--- src/logic/acc_pkg.sv ---
// Constants and types shared by the analog comparator control logic.
// Assumes an 8-bit APB byte address and 32-bit data words.
`default_nettype none
package acc_pkg;

    localparam int unsigned CH_COUNT = 2;

    // Register byte offsets, channel block stride 0x10
    localparam logic [7:0] OFS_CTRL = 8'h00;
    localparam logic [7:0] OFS_EDGE = 8'h04;
    localparam logic [7:0] OFS_MINUS = 8'h08;
    localparam logic [7:0] OFS_PLUS = 8'h0C;
    localparam logic [7:0] CH_STRIDE = 8'h10;
    localparam logic [7:0] OFS_MIRROR = 8'h20;
    localparam logic [7:0] OFS_FLAG = 8'h24;
    localparam logic [7:0] OFS_IE = 8'h28;
    localparam logic [7:0] OFS_ROUTE = 8'h2C;

    // Control register fields
    localparam int unsigned CTRL_EN = 7;
    localparam int unsigned CTRL_OUT = 6;
    localparam int unsigned CTRL_INV = 4;
    localparam int unsigned CTRL_ONE = 2;
    localparam int unsigned CTRL_HYS = 1;
    localparam int unsigned CTRL_SYNC = 0;
    // Edge enable fields
    localparam int unsigned EDGE_RISE = 1;
    localparam int unsigned EDGE_FALL = 0;
    // Routing register fields
    localparam int unsigned ROUTE_SHDN = 0;
    localparam int unsigned ROUTE_ADC = 2;
    localparam int unsigned ROUTE_TMR = 4;

    localparam logic [2:0] SEL_RESET = 3'h0;
    localparam int unsigned INSTR_DIV_DEF = 4;

    // Minus input one-hot: pins 0..3, fixed reference, ground
    localparam logic [2:0] MINUS_FIXED_REF = 3'h6;
    localparam logic [2:0] MINUS_GROUND = 3'h7;
    // Plus input one-hot: pins 0..1, DAC, fixed reference, ground
    localparam logic [2:0] PLUS_DAC = 3'h5;
    localparam logic [2:0] PLUS_FIXED_REF = 3'h6;
    localparam logic [2:0] PLUS_GROUND = 3'h7;

    // Per-channel software controls
    typedef struct packed {
        logic enable;
        logic output_invert;
        logic hysteresis_enable;
        logic sync_mode;
        logic rise_event_enable;
        logic fall_event_enable;
    } acc_cfg_t;

    // Comparator target select for ADC trigger and timer reset
    typedef enum logic [1:0] {
        ACC_TGT_NONE = 2'b00,
        ACC_TGT_FIRST = 2'b01,
        ACC_TGT_SECOND = 2'b10,
        ACC_TGT_RSVD = 2'b11
    } acc_target_t;

endpackage
`default_nettype wire

--- src/logic/acc_top.sv ---
// Register file, input routing and system outputs for two comparators.
// Assumes APB master on clk; analog results and timer clock are async.
//
// Operation
// - Minus select routes pins, reference, ground
// - Plus select routes pins, DAC, reference, ground
// - Enable bit seven turns channel on
// - Result bit six reads polarity-adjusted comparison
// - Invert bit four complements the output
// - Hysteresis bit one is read/write control
// - Sync mode updates on timer falling edge
// - Rising edge enable sets event flag
// - Falling edge enable sets event flag
// - Mirror register shows both results
// - Output drives waveform generator shutdown request
// - Selected comparator rising triggers conversion
// - Selected comparator rising resets 8-bit timer
// - Sync path stops in sleep on sysclock
// - Enabled event flag wakes device
// - Two identical channels with own registers
// - Flag software-cleared; concurrent edge wins
// - Toggling invert or enable makes edges
// - Result latched each instruction cycle
//
// The register addresses and the APB slave port are this design's own decisions.
`timescale 1ns/10ps
`default_nettype none
module acc_top #(
    parameter int unsigned INSTR_DIV = acc_pkg::INSTR_DIV_DEF
) (
    input wire logic clk,
    input wire logic rst_n,
    input wire logic psel,
    input wire logic penable,
    input wire logic pwrite,
    input wire logic [7:0] paddr,
    input wire logic [31:0] pwdata,
    output logic [31:0] prdata,
    output logic pready,
    output logic pslverr,
    input wire logic [1:0] cmp_raw,
    input wire logic sync_timer_clk,
    input wire logic sleep_active,
    input wire logic sync_timer_on_sysclk,
    output logic [1:0] analog_enable,
    output logic [1:0] hysteresis_enable,
    output logic [11:0] minus_route,
    output logic [9:0] plus_route,
    output logic [1:0] comparator_out,
    output logic [1:0] edge_event_flag,
    output logic wake_request,
    output logic shutdown_request,
    output logic conversion_trigger,
    output logic timer_reset
);
    localparam int unsigned DIV_W = $clog2(INSTR_DIV + 1);

    // A zero divider would never tick; refuse it at elaboration
    if (INSTR_DIV < 1)
    begin : gen_bad_div
        $error("INSTR_DIV must be at least 1");
    end

    // Register state, per channel and shared
    logic [1:0] en_q;
    logic [1:0] inv_q;
    logic [1:0] hys_q;
    logic [1:0] sync_q;
    logic [1:0] rise_q;
    logic [1:0] fall_q;
    logic [2:0] minus_sel_q [2];
    logic [2:0] plus_sel_q [2];
    logic [1:0] flag_q;
    logic [1:0] ie_q;
    logic [1:0] shdn_en_q;
    acc_pkg::acc_target_t adc_sel_q;
    acc_pkg::acc_target_t tmr_sel_q;
    logic [31:0] rdata_q;

    // Synchronisers
    logic [1:0] raw_meta_q;
    logic [1:0] raw_sync_q;
    logic tclk_meta_q;
    logic tclk_sync_q;
    logic tclk_prev_q;
    logic [DIV_W-1:0] div_q;
    logic [1:0] ext_prev_q;

    logic instr_tick;
    logic tmr_fall;
    logic [1:0] result;
    logic [1:0] ext;
    logic [1:0] edge_evt;
    logic [1:0] ext_rise;
    acc_pkg::acc_cfg_t cfg [2];

    // Bus decode
    logic wr_en;
    logic rd_setup;
    logic [7:0] ofs;
    logic ch_hit;
    logic ch_idx;
    logic [7:0] ch_ofs;
    logic mapped;
    logic [31:0] rd_mux;
    logic [1:0] flag_clr;

    function automatic logic [5:0] minus_decode(input logic [2:0] sel,
        input logic en);
        logic [5:0] r;
        r = 6'h00;
        if (en)
        begin
            if (sel <= 3'h3)
                r[sel[1:0]] = 1'b1;
            else if (sel == acc_pkg::MINUS_FIXED_REF)
                r[4] = 1'b1;
            else if (sel == acc_pkg::MINUS_GROUND)
                r[5] = 1'b1;
        end
        return r;
    endfunction

    function automatic logic [4:0] plus_decode(input logic [2:0] sel,
        input logic en);
        logic [4:0] r;
        r = 5'h00;
        if (en)
        begin
            if (sel <= 3'h1)
                r[sel[0]] = 1'b1;
            else if (sel == acc_pkg::PLUS_DAC)
                r[2] = 1'b1;
            else if (sel == acc_pkg::PLUS_FIXED_REF)
                r[3] = 1'b1;
            else if (sel == acc_pkg::PLUS_GROUND)
                r[4] = 1'b1;
        end
        return r;
    endfunction

    function automatic logic target_hit(input acc_pkg::acc_target_t t,
        input logic [1:0] v);
        logic r;
        case (t)
            acc_pkg::ACC_TGT_FIRST: r = v[0];
            acc_pkg::ACC_TGT_SECOND: r = v[1];
            default: r = 1'b0;
        endcase
        return r;
    endfunction

    assign ofs = {paddr[7:2], 2'b00};
    assign ch_hit = ofs < acc_pkg::OFS_MIRROR;
    assign ch_idx = ofs[4];
    assign ch_ofs = {4'h0, ofs[3:0]};
    assign mapped = ch_hit || ofs == acc_pkg::OFS_MIRROR
        || ofs == acc_pkg::OFS_FLAG || ofs == acc_pkg::OFS_IE
        || ofs == acc_pkg::OFS_ROUTE;
    assign wr_en = psel & penable & pwrite & mapped;
    assign rd_setup = psel & ~penable & ~pwrite;
    assign pready = 1'b1;
    assign pslverr = psel & penable & ~mapped;
    assign prdata = rdata_q;

    always_comb
    begin
        rd_mux = 32'h0000_0000;
        if (ch_hit)
        begin
            case (ch_ofs)
                acc_pkg::OFS_CTRL:
                begin
                    rd_mux[acc_pkg::CTRL_EN] = en_q[ch_idx];
                    rd_mux[acc_pkg::CTRL_OUT] = result[ch_idx];
                    rd_mux[acc_pkg::CTRL_INV] = inv_q[ch_idx];
                    rd_mux[acc_pkg::CTRL_ONE] = 1'b1;
                    rd_mux[acc_pkg::CTRL_HYS] = hys_q[ch_idx];
                    rd_mux[acc_pkg::CTRL_SYNC] = sync_q[ch_idx];
                end
                acc_pkg::OFS_EDGE:
                begin
                    rd_mux[acc_pkg::EDGE_RISE] = rise_q[ch_idx];
                    rd_mux[acc_pkg::EDGE_FALL] = fall_q[ch_idx];
                end
                acc_pkg::OFS_MINUS: rd_mux[2:0] = minus_sel_q[ch_idx];
                acc_pkg::OFS_PLUS: rd_mux[2:0] = plus_sel_q[ch_idx];
                default: rd_mux = 32'h0000_0000;
            endcase
        end
        else
        begin
            case (ofs)
                acc_pkg::OFS_MIRROR: rd_mux[1:0] = result;
                acc_pkg::OFS_FLAG: rd_mux[1:0] = flag_q;
                acc_pkg::OFS_IE: rd_mux[1:0] = ie_q;
                acc_pkg::OFS_ROUTE:
                begin
                    rd_mux[acc_pkg::ROUTE_SHDN +: 2] = shdn_en_q;
                    rd_mux[acc_pkg::ROUTE_ADC +: 2] = adc_sel_q;
                    rd_mux[acc_pkg::ROUTE_TMR +: 2] = tmr_sel_q;
                end
                default: rd_mux = 32'h0000_0000;
            endcase
        end
    end

    // Instruction-cycle tick and timer falling edge
    assign instr_tick = div_q == DIV_W'(INSTR_DIV - 1);
    // Timer on system clock halts in sleep, freezing the sync path
    assign tmr_fall = tclk_prev_q & ~tclk_sync_q
        & ~(sleep_active & sync_timer_on_sysclk);

    genvar g;
    generate
        for (g = 0; g < 2; g++)
        begin : gen_ch
            assign cfg[g] = '{enable: en_q[g], output_invert: inv_q[g],
                hysteresis_enable: hys_q[g], sync_mode: sync_q[g],
                rise_event_enable: rise_q[g],
                fall_event_enable: fall_q[g]};
            // Both channels are the same logic with own registers
            acc_channel u_ch (
                .clk(clk),
                .rst_n(rst_n),
                .raw_sync(raw_sync_q[g]),
                .instr_tick(instr_tick),
                .tmr_fall(tmr_fall),
                .cfg(cfg[g]),
                .result_bit(result[g]),
                .ext_out(ext[g]),
                .edge_event(edge_evt[g])
            );
            assign minus_route[g*6 +: 6] =
                minus_decode(minus_sel_q[g], en_q[g]);
            assign plus_route[g*5 +: 5] =
                plus_decode(plus_sel_q[g], en_q[g]);
        end
    endgenerate

    assign flag_clr = (wr_en && ofs == acc_pkg::OFS_FLAG) ? pwdata[1:0]
        : 2'b00;
    assign ext_rise = ext & ~ext_prev_q;
    assign analog_enable = en_q;
    assign hysteresis_enable = hys_q;
    assign comparator_out = ext;
    assign edge_event_flag = flag_q;
    assign wake_request = |(flag_q & ie_q);
    // No clock stage, so shutdown is not delayed
    assign shutdown_request = |(ext & shdn_en_q);
    assign conversion_trigger = target_hit(adc_sel_q, ext_rise);
    assign timer_reset = target_hit(tmr_sel_q, ext_rise);

    // Front-end synchronisers and dividers
    always_ff @(posedge clk or negedge rst_n)
    begin
        if (!rst_n)
        begin
            raw_meta_q <= 2'b00;
            raw_sync_q <= 2'b00;
            tclk_meta_q <= 1'b0;
            tclk_sync_q <= 1'b0;
            tclk_prev_q <= 1'b0;
            div_q <= '0;
            ext_prev_q <= 2'b00;
        end
        else
        begin
            raw_meta_q <= cmp_raw;
            raw_sync_q <= raw_meta_q;
            tclk_meta_q <= sync_timer_clk;
            tclk_sync_q <= tclk_meta_q;
            tclk_prev_q <= tclk_sync_q;
            div_q <= instr_tick ? '0 : div_q + 1'b1;
            ext_prev_q <= ext;
        end
    end

    // Event flags: a new edge beats a clearing write
    always_ff @(posedge clk or negedge rst_n)
    begin
        if (!rst_n)
            flag_q <= 2'b00;
        else
            flag_q <= (flag_q & ~flag_clr) | edge_evt;
    end

    // Software-written registers
    always_ff @(posedge clk or negedge rst_n)
    begin
        if (!rst_n)
        begin
            en_q <= 2'b00;
            inv_q <= 2'b00;
            hys_q <= 2'b00;
            sync_q <= 2'b00;
            rise_q <= 2'b00;
            fall_q <= 2'b00;
            minus_sel_q <= '{acc_pkg::SEL_RESET, acc_pkg::SEL_RESET};
            plus_sel_q <= '{acc_pkg::SEL_RESET, acc_pkg::SEL_RESET};
            ie_q <= 2'b00;
            shdn_en_q <= 2'b00;
            adc_sel_q <= acc_pkg::ACC_TGT_NONE;
            tmr_sel_q <= acc_pkg::ACC_TGT_NONE;
            rdata_q <= 32'h0000_0000;
        end
        else
        begin
            if (rd_setup)
                rdata_q <= rd_mux;
            if (wr_en && ch_hit && ch_ofs == acc_pkg::OFS_CTRL)
            begin
                en_q[ch_idx] <= pwdata[acc_pkg::CTRL_EN];
                inv_q[ch_idx] <= pwdata[acc_pkg::CTRL_INV];
                hys_q[ch_idx] <= pwdata[acc_pkg::CTRL_HYS];
                sync_q[ch_idx] <= pwdata[acc_pkg::CTRL_SYNC];
            end
            if (wr_en && ch_hit && ch_ofs == acc_pkg::OFS_EDGE)
            begin
                rise_q[ch_idx] <= pwdata[acc_pkg::EDGE_RISE];
                fall_q[ch_idx] <= pwdata[acc_pkg::EDGE_FALL];
            end
            if (wr_en && ch_hit && ch_ofs == acc_pkg::OFS_MINUS)
                minus_sel_q[ch_idx] <= pwdata[2:0];
            if (wr_en && ch_hit && ch_ofs == acc_pkg::OFS_PLUS)
                plus_sel_q[ch_idx] <= pwdata[2:0];
            if (wr_en && ofs == acc_pkg::OFS_IE)
                ie_q <= pwdata[1:0];
            if (wr_en && ofs == acc_pkg::OFS_ROUTE)
            begin
                shdn_en_q <= pwdata[acc_pkg::ROUTE_SHDN +: 2];
                adc_sel_q <= acc_pkg::acc_target_t'(
                    pwdata[acc_pkg::ROUTE_ADC +: 2]);
                tmr_sel_q <= acc_pkg::acc_target_t'(
                    pwdata[acc_pkg::ROUTE_TMR +: 2]);
            end
        end
    end
endmodule
`default_nettype wire

--- src/logic/acc_channel.sv ---
// One comparator channel: result latch, sync path and edge detectors.
// Assumes raw_sync is already synchronised to clk.
`timescale 1ns/10ps
`default_nettype none
module acc_channel (
    input wire logic clk,
    input wire logic rst_n,
    input wire logic raw_sync,
    input wire logic instr_tick,
    input wire logic tmr_fall,
    input wire acc_pkg::acc_cfg_t cfg,
    output logic result_bit,
    output logic ext_out,
    output logic edge_event
);
    logic live;
    logic latch_q;
    logic latch_d;
    logic sync_q;
    logic sync_d;
    logic prev_q;
    logic rise;
    logic fall;

    // Disabled channel compares as low, so invert or enable still moves it
    assign live = (cfg.enable & raw_sync) ^ cfg.output_invert;

    assign latch_d = instr_tick ? live : latch_q;
    assign sync_d = tmr_fall ? latch_q : sync_q;

    assign result_bit = cfg.sync_mode ? sync_q : latch_q;
    // Unlatched path for timer and pin when not synchronised
    assign ext_out = cfg.sync_mode ? sync_q : live;

    assign rise = result_bit & ~prev_q;
    assign fall = ~result_bit & prev_q;
    assign edge_event = (rise & cfg.rise_event_enable)
        | (fall & cfg.fall_event_enable);

    always_ff @(posedge clk or negedge rst_n)
    begin
        if (!rst_n)
        begin
            latch_q <= 1'b0;
            sync_q <= 1'b0;
            prev_q <= 1'b0;
        end
        else
        begin
            latch_q <= latch_d;
            sync_q <= sync_d;
            prev_q <= result_bit;
        end
    end
endmodule
`default_nettype wire

--- config.mk ---
export PLATFORM = sky130hd
export DESIGN_NAME = acc_top
export DESIGN_NICKNAME = d
export VERILOG_FILES = /design/src/logic/acc_pkg.sv /design/src/logic/acc_top.sv /design/src/logic/acc_channel.sv
export SDC_FILE = /design/constraint.sdc
export NUM_CORES = 1
export LEC_CHECK = 0
export ABC_AREA = 0
export BUFFER_PORTS_ARGS = -buffer_cell sky130_fd_sc_hd__buf_2
export CAP_MARGIN = 20
export CORE_MARGIN = 10
export CORE_UTILIZATION = 35
export DETAILED_ROUTE_END_ITERATION = 6
export PLACE_DENSITY = 0.59
export SYNTH_ARGS = -nofsm -noshare
export SYNTH_HDL_FRONTEND = slang
export SYNTH_SLANG_ARGS = --single-unit
--- constraint.sdc ---
create_clock -name clk -period 2 [get_ports clk]
set_input_delay 0.3 -clock clk [delete_from_list [all_inputs] [get_ports clk]]
set_output_delay 0.3 -clock clk [all_outputs]
set_load 0.02 [all_outputs]
==> results of run 1 <==
## path summary, 6_finish.rpt
path,start,to,depth (start not counted)
max,tmr_sel_q[0]$_DFFE_PN0P_,timer_reset,5
min,sync_timer_clk,tclk_meta_q$_DFF_PN0_,1
max reg2reg,sync_q[0]$_DFFE_PN0P_,prdata[0]$_DFFE_PN0P_,4
min reg2reg,raw_meta_q[1]$_DFF_PN0_,raw_sync_q[1]$_DFF_PN0_,0
max in group asynchronous,rst_n,minus_sel_q[5]$_DFFE_PN0P_,3
min in group asynchronous,rst_n,tclk_meta_q$_DFF_PN0_,2
## flip-flops by register name, indices dropped and copies added, names as in the netlist, 2 cells and up
signal,flops
inv_q,2
hysteresis_enable,2
prdata,8
edge_event_flag,2
analog_enable,2
sync_q,2
ie_q,2
adc_sel_q,2
tmr_sel_q,2
plus_sel_q,6
div_q,3
gen_ch.u_ch.sync_q,2
shdn_en_q,2
minus_sel_q,6
raw_meta_q,2
fall_q,2
rise_q,2
gen_ch.u_ch.prev_q,2
raw_sync_q,2
ext_prev_q,2
gen_ch.u_ch.latch_q,2
## cells in the final DEF, fill, tap and decap left out, drive strengths merged, types with 2 or more instances in the layout
| cell type | Yosys | layout |
|---|---|---|
| buf | 36 | 83 |
| dfrtp | 60 | 60 |
| mux2 | 38 | 38 |
| nand2 | 26 | 26 |
| conb | 2 | 25 |
| nor2 | 16 | 16 |
| inv | 13 | 14 |
| nor3 | 12 | 12 |
| clkbuf | 4 | 11 |
| nand3 | 7 | 7 |
| nand2b | 6 | 6 |
| mux4 | 6 | 6 |
| o21ai | 5 | 5 |
| mux2i | 5 | 5 |
| ha | 5 | 5 |
| nor2b | 4 | 4 |
| nor3b | 4 | 4 |
| nand4 | 3 | 3 |
| and2 | 3 | 3 |
| a21oi | 3 | 3 |
| bufinv | 0 | 3 |
| nor4b | 3 | 3 |
| and3 | 2 | 2 |
| nor4bb | 2 | 2 |
| or3b | 2 | 2 |
| o32ai | 2 | 2 |
| a22o | 2 | 2 |
| a22oi | 2 | 2 |
## worst max-delay path: cells and delay by family, from the launching register on
kind	cells	cell delay (ns)
flip-flops	1	0.40
adder cells (fa/ha/maj)	1	0.20
buffers and inverters	2	0.26
AND/OR/NAND/NOR	1	0.36
AO/OA/AOI/OAI	1	0.12
## metal layers
layer	wire (um)	track usage	vias up
li1	-	-	1106
met3	525	0.0284	10
met4	153	0.0659	0
met1	3580	0.148	1142
met5	0	0	-
met2	3870	0.192	69
## cell type report
class	instances	area (um2)
clock buffers	11	151
clock inverters	5	106
fillers	841	4850
inverters	14	52.6
multi-input cells	195	1520
flip-flops and latches	60	1500
well taps	108	135
repair buffers	84	490
## kinds of logic after synthesis
logic type	synth area share
DFF	0.468
xor gates and xnor gates	0.00273
adders and majority gates	0.0195
other	0.00234
muxes	0.191
buffers and inverters	0.103
and+or+nand+nor	0.161
AOI/OAI and AO/OA	0.0519
## repair_timing
| action | in CTS | in global routing |
|---|---|---|
| gates resized for setup | 12 | 2 |
| pin swaps | 3 | 2 |
| hold buffers | 1 | 0 |
| hold endpoints to repair | 23 | 0 |
| setup endpoints to repair | 2 | 3 |
| buffers inserted | 5 | 1 |
## power groups by stage
stage          Sequential (mW)  Combinational, mW  Clock, mW
2_1_floorplan             1.35              0.255          0
3_3_place_gp              1.35              0.347          0
3_5_place_dp              1.35              0.350          0
4_1_cts                   1.33              0.374       1.44
5_1_grt                   1.33              0.410       1.49
6_report                  1.33              0.375       1.42
## stage by stage
stage | area, um2 | setup WS, ns
after floorplan | 3300 | 0.223
after detailed placement | 3580 | 0.184
after CTS | 3940 | -0.0126
final | 3950 | 0.0106
after global placement | 3580 | 0.191
after global routing | 3950 | -0.0891
==> results_dict.tcl, run 1 <==
set metrics [dict create \
    grt_pass1_vias 2364 \
    critical_path_class "register to output port" \
    crit_fanout 2 \
    grt_use_total 0.120 \
    crit_path_start_kind "register" \
    syn2layout_area_growth_pct 23.2 \
    dp.cells 454 \
    synthesis.area_mm2 0.00321 \
    finalPower_mw 3.12 \
    antenna_found_initial 0 \
    wl_per_cell_um 17.0 \
    timing.final.hold_violations 0 \
    synth.largest_area_cell "dfrtp_1" \
    critPathRequiredTime_ns 1.70 \
    insertedDiodeCount 0 \
    die_area_mm2 0.0134 \
    cts_tree "built" \
    grt_max_degree 38 \
    ys_warn_count 0 \
    dr_total_vias 2327 \
    fin_crit_ns 1.99 \
    finalNetCount 419 \
    relSlewSlack 0.602 \
    yosysTopAreaCellShare 0.468 \
    ys_ff_latch 60 \
    reg2reg_slack_ns 0.28 \
    cts-htree-levels 3 \
    finalHoldWorstSlack_ns 0.0559 \
    seq_power_share 0.425 \
    cts_buffer_depth 2 \
    end_kind "output port" \
    route.detailed.drc 0 \
    yosysSeqAreaShare 0.468 \
    via_per_inst 4.88 \
    clock_sinks 60 \
    p_sw_uw 798 \
    synth-async-reset-ratio 1.00 \
    vdd_drop_max_uv 417 \
    combPwrFrac 0.120 \
    slew_viol_final 0 \
    crit_chain "inv_2 -> ha_4 -> or3b_4 -> o32ai_2 -> buf_4" \
    grt_pass1_wl_mm 12.4 \
    tns_ns 0 \
    instances_no_fill 477 \
    core_region_area_mm2 0.00881 \
    status "completed" \
    portBuffers 65 \
    clkPwrFrac 0.454 \
    p_sw_frac 0.256 \
    rsz0062_at_grt "yes" \
    drive_gt1_frac 0.428 \
    antenna_left 0 \
    max_stage_delay_ns 0.40 \
    p_int_mw 2.32 \
    path_clk_slew_ns 0.07 \
    synth.top_cells.by_count "dfrtp_1, mux2_2, buf_4" \
    synth.area.top_cells "dfrtp_1, mux2_2, buf_4" \
    drtIter0Drc 152 \
    cts_buffers 9 \
    drv_cap 0 \
    dp_hpwl_mm 6.09 \
    cts_root_buf "clkbuf_8" \
    finClkSkew_ns 0.00878 \
    setup_viol 0 \
    initial_core_util 0.364 \
    p_leak_nw 1.94 \
    num_rows 34 \
    io_pins 118 \
    clk_latency_ns 0.35 \
    worst_pin_slew_ns 0.597 \
    cp_slowest_cell "dfrtp_1" \
    synth_edf_count 0 \
    powerDensity_mw_per_mm2 790 \
    yosysUniqueCellTypes 47 \
    worstHoldPathType "primary input to register" \
    die_w_um 116 \
    synth_most_common_cell "dfrtp_1" \
    finalCritPeriodShare 0.995 \
    grt_overflow_total 0 \
    dieHeight_um 116 \
    synth_top_flop_cell "dfrtp_1" \
    syn_avg_cell_area_um2 11.2 \
    final_util 0.449 \
    synthCells 286 \
    drt-pass1-iter-count 4 \
    cp.arrival_ns 1.69 \
    place_congestion 0.802 \
    wl_mm 8.13 \
    max_freq_mhz 503 \
]
(Power assumes the default switching activity.)
==> run 2: changes to the inputs <==
clock period = 2.4 ns   (was 2 ns; I/O delays follow)
==> run 2 against run 1 <==
Sequential power shrank 17%; worst hold slack gained 0.0011 ns; sequential share of layout area grew 2.2 points; worst setup slack gained 0.16 ns; critical endpoint is now conversion_trigger; sequential cell count is the same; register-to-register slack gained 0.37 ns; clock-buffer cell count grew 2; largest power group is now sequential cells; critical path type unchanged; largest cell class is now flip-flops and latches; first-iteration DRC count shrank 4.6%.
==> results_dict.tcl, run 2 (synthesis gave the netlist of run 1 again) <==
set metrics [dict create \
    cts_tree "built" \
    portBuffers 65 \
    cts-htree-levels 3 \
    rsz0062_at_grt "no" \
    grt_use_total 0.117 \
    cts_buffer_depth 2 \
    crit_chain "inv_1 -> ha_1 -> or3b_2 -> o32ai_1 -> buf_2" \
    seq_power_share 0.468 \
    worstHoldPathType "primary input to async pin" \
    wl_mm 7.86 \
    drv_cap 0 \
    final.fill_count 839 \
    grt_pass1_wl_mm 12.2 \
    p_sw_uw 615 \
    top_usage_layer "met2" \
    crit_fanout 4 \
    via_per_inst 4.90 \
    clk_latency_ns 0.34 \
    p_leak_nw 1.84 \
    powerDensity_mw_per_mm2 634 \
    cts_root_buf "clkbuf_8" \
    core_region_area_mm2 0.00881 \
    dr_total_vias 2265 \
    crit_path_start_kind "register" \
    clock_sinks 60 \
    finalInstanceArea_mm2 0.00374 \
    max_freq_mhz 448 \
    finalCritPeriodShare 0.931 \
    dp_hpwl_mm 6.09 \
    grt_pass1_vias 2366 \
    timing.final.hold_violations 0 \
    cts_hold_buffers 0 \
    cp.arrival_ns 1.87 \
    initial_core_util 0.364 \
    critPathRequiredTime_ns 2.04 \
    die_w_um 116 \
    status "completed" \
    drt-pass1-iter-count 4 \
    cp_slowest_cell "or3b_2" \
    end_kind "output port" \
    num_rows 34 \
    post_cts_buffers 0 \
    worst_pin_slew_ns 0.697 \
    dp.cells 445 \
    drtIter0Drc 145 \
    finalNetCount 403 \
    syn2layout_area_growth_pct 16.5 \
    p_sw_frac 0.259 \
    largest_register_ffs 8 \
    relSlewSlack 0.535 \
    combPwrFrac 0.118 \
    antenna_found_initial 0 \
    grt_overflow_total 0 \
    instances_no_fill 462 \
    met1_usage 0.134 \
    slew_viol_final 0 \
    drive_gt1_frac 0.385 \
    grt_max_degree 33 \
    gr-usage-met3 0.0403 \
    p_int_mw 1.75 \
    use_met2 0.191 \
    path_clk_slew_ns 0.07 \
    antenna_left 0 \
    setup_viol 0 \
    die_area_mm2 0.0134 \
    route.detailed.drc 0 \
    finClkSkew_ns 0.00744 \
    wl_per_cell_um 17.0 \
    fin_crit_ns 2.23 \
    place_congestion 0.775 \
    critical_path_class "register to output port" \
    clkPwrFrac 0.415 \
    dieHeight_um 116 \
    final_cell_mix "buf_2, dfrtp_1, mux2_2, nand2_1, conb_1" \
    vdd_drop_max_uv 284 \
    place_area_mm2 0.00351 \
    layout_commonest_cell "buf_2" \
    tns_ns 0 \
    io_pins 118 \
    max_stage_delay_ns 0.44 \
    cts_buffers 9 \
    final_util 0.424 \
]
run 2: cell type report:
| type | instances | area, um2 | area share |
|---|---|---|---|
| flip-flops and latches | 60 | 1500 | 0.402 |
| multi-input cells | 195 | 1460 | 0.391 |
| repair buffers | 68 | 360 | 0.0964 |
| clock buffers | 13 | 179 | 0.0479 |
| well taps | 108 | 135 | 0.0362 |
| inverters | 14 | 52.6 | 0.0141 |
| clock inverters | 3 | 42.5 | 0.0114 |
| diodes | 1 | 2.50 | 0.000670 |
run 2: per-layer routing:
| layer | routed length (um) | part of all wire |
|---|---|---|
| met1 | 3120 | 0.40 |
| met2 | 3850 | 0.49 |
| met3 | 723 | 0.092 |
| met4 | 167 | 0.021 |
| met5 | 0 | 0 |
run 2: power by group through the flow:
| stage | logic (mW) | registers, mW | clock network (mW) |
|---|---|---|---|
| after floorplan | 0.212 | 1.12 | 0 |
| after global placement | 0.276 | 1.12 | 0 |
| after detailed placement | 0.280 | 1.13 | 0 |
| after CTS | 0.281 | 1.11 | 1.00 |
| after global routing | 0.305 | 1.11 | 1.06 |
| final | 0.279 | 1.11 | 0.983 |
run 2: critical path, delay by kind of cell, from the launching register on:
kind                       cells  cell delay, ns
DFF                            1            0.41
buffers and inverters          2            0.27
and+or+nand+nor                1            0.44
AOI/OAI and AO/OA              1            0.12
adders and majority gates      1            0.30
run 2: worst paths after layout:
check | from | end | slack (ns) | depth (start not counted)
hold reg to reg | raw_meta_q[0]$_DFF_PN0_ | raw_sync_q[0]$_DFF_PN0_ | 0.35 | 0
hold / removal | rst_n | tclk_meta_q$_DFF_PN0_ | 0.06 | 1
setup / recovery | adc_sel_q[0]$_DFFE_PN0P_ | conversion_trigger | 0.17 | 5
max in group asynchronous | rst_n | analog_enable[1]$_DFFE_PN0P_ | 1.73 | 2
setup reg to reg | sync_q[1]$_DFFE_PN0P_ | prdata[1]$_DFFE_PN0P_ | 0.65 | 5
min in group clk | cmp_raw[0] | raw_meta_q[0]$_DFF_PN0_ | 0.12 | 1
run 2: metrics by stage:
step	power [mW]	hold slack (ns)	setup WS (ns)
6_report	2.37	0.0570	0.166
5_1_grt	2.48	0.109	0.0492
2_1_floorplan	1.33	0.0644	0.563
3_3_place_gp	1.40	0.333	0.338
3_5_place_dp	1.41	0.338	0.362
4_1_cts	2.39	0.0878	0.108
run 2: repair_timing:
action,CTS,global route
setup endpoints to repair,0,1
hold endpoints to repair,0,0
resized for setup,0,1
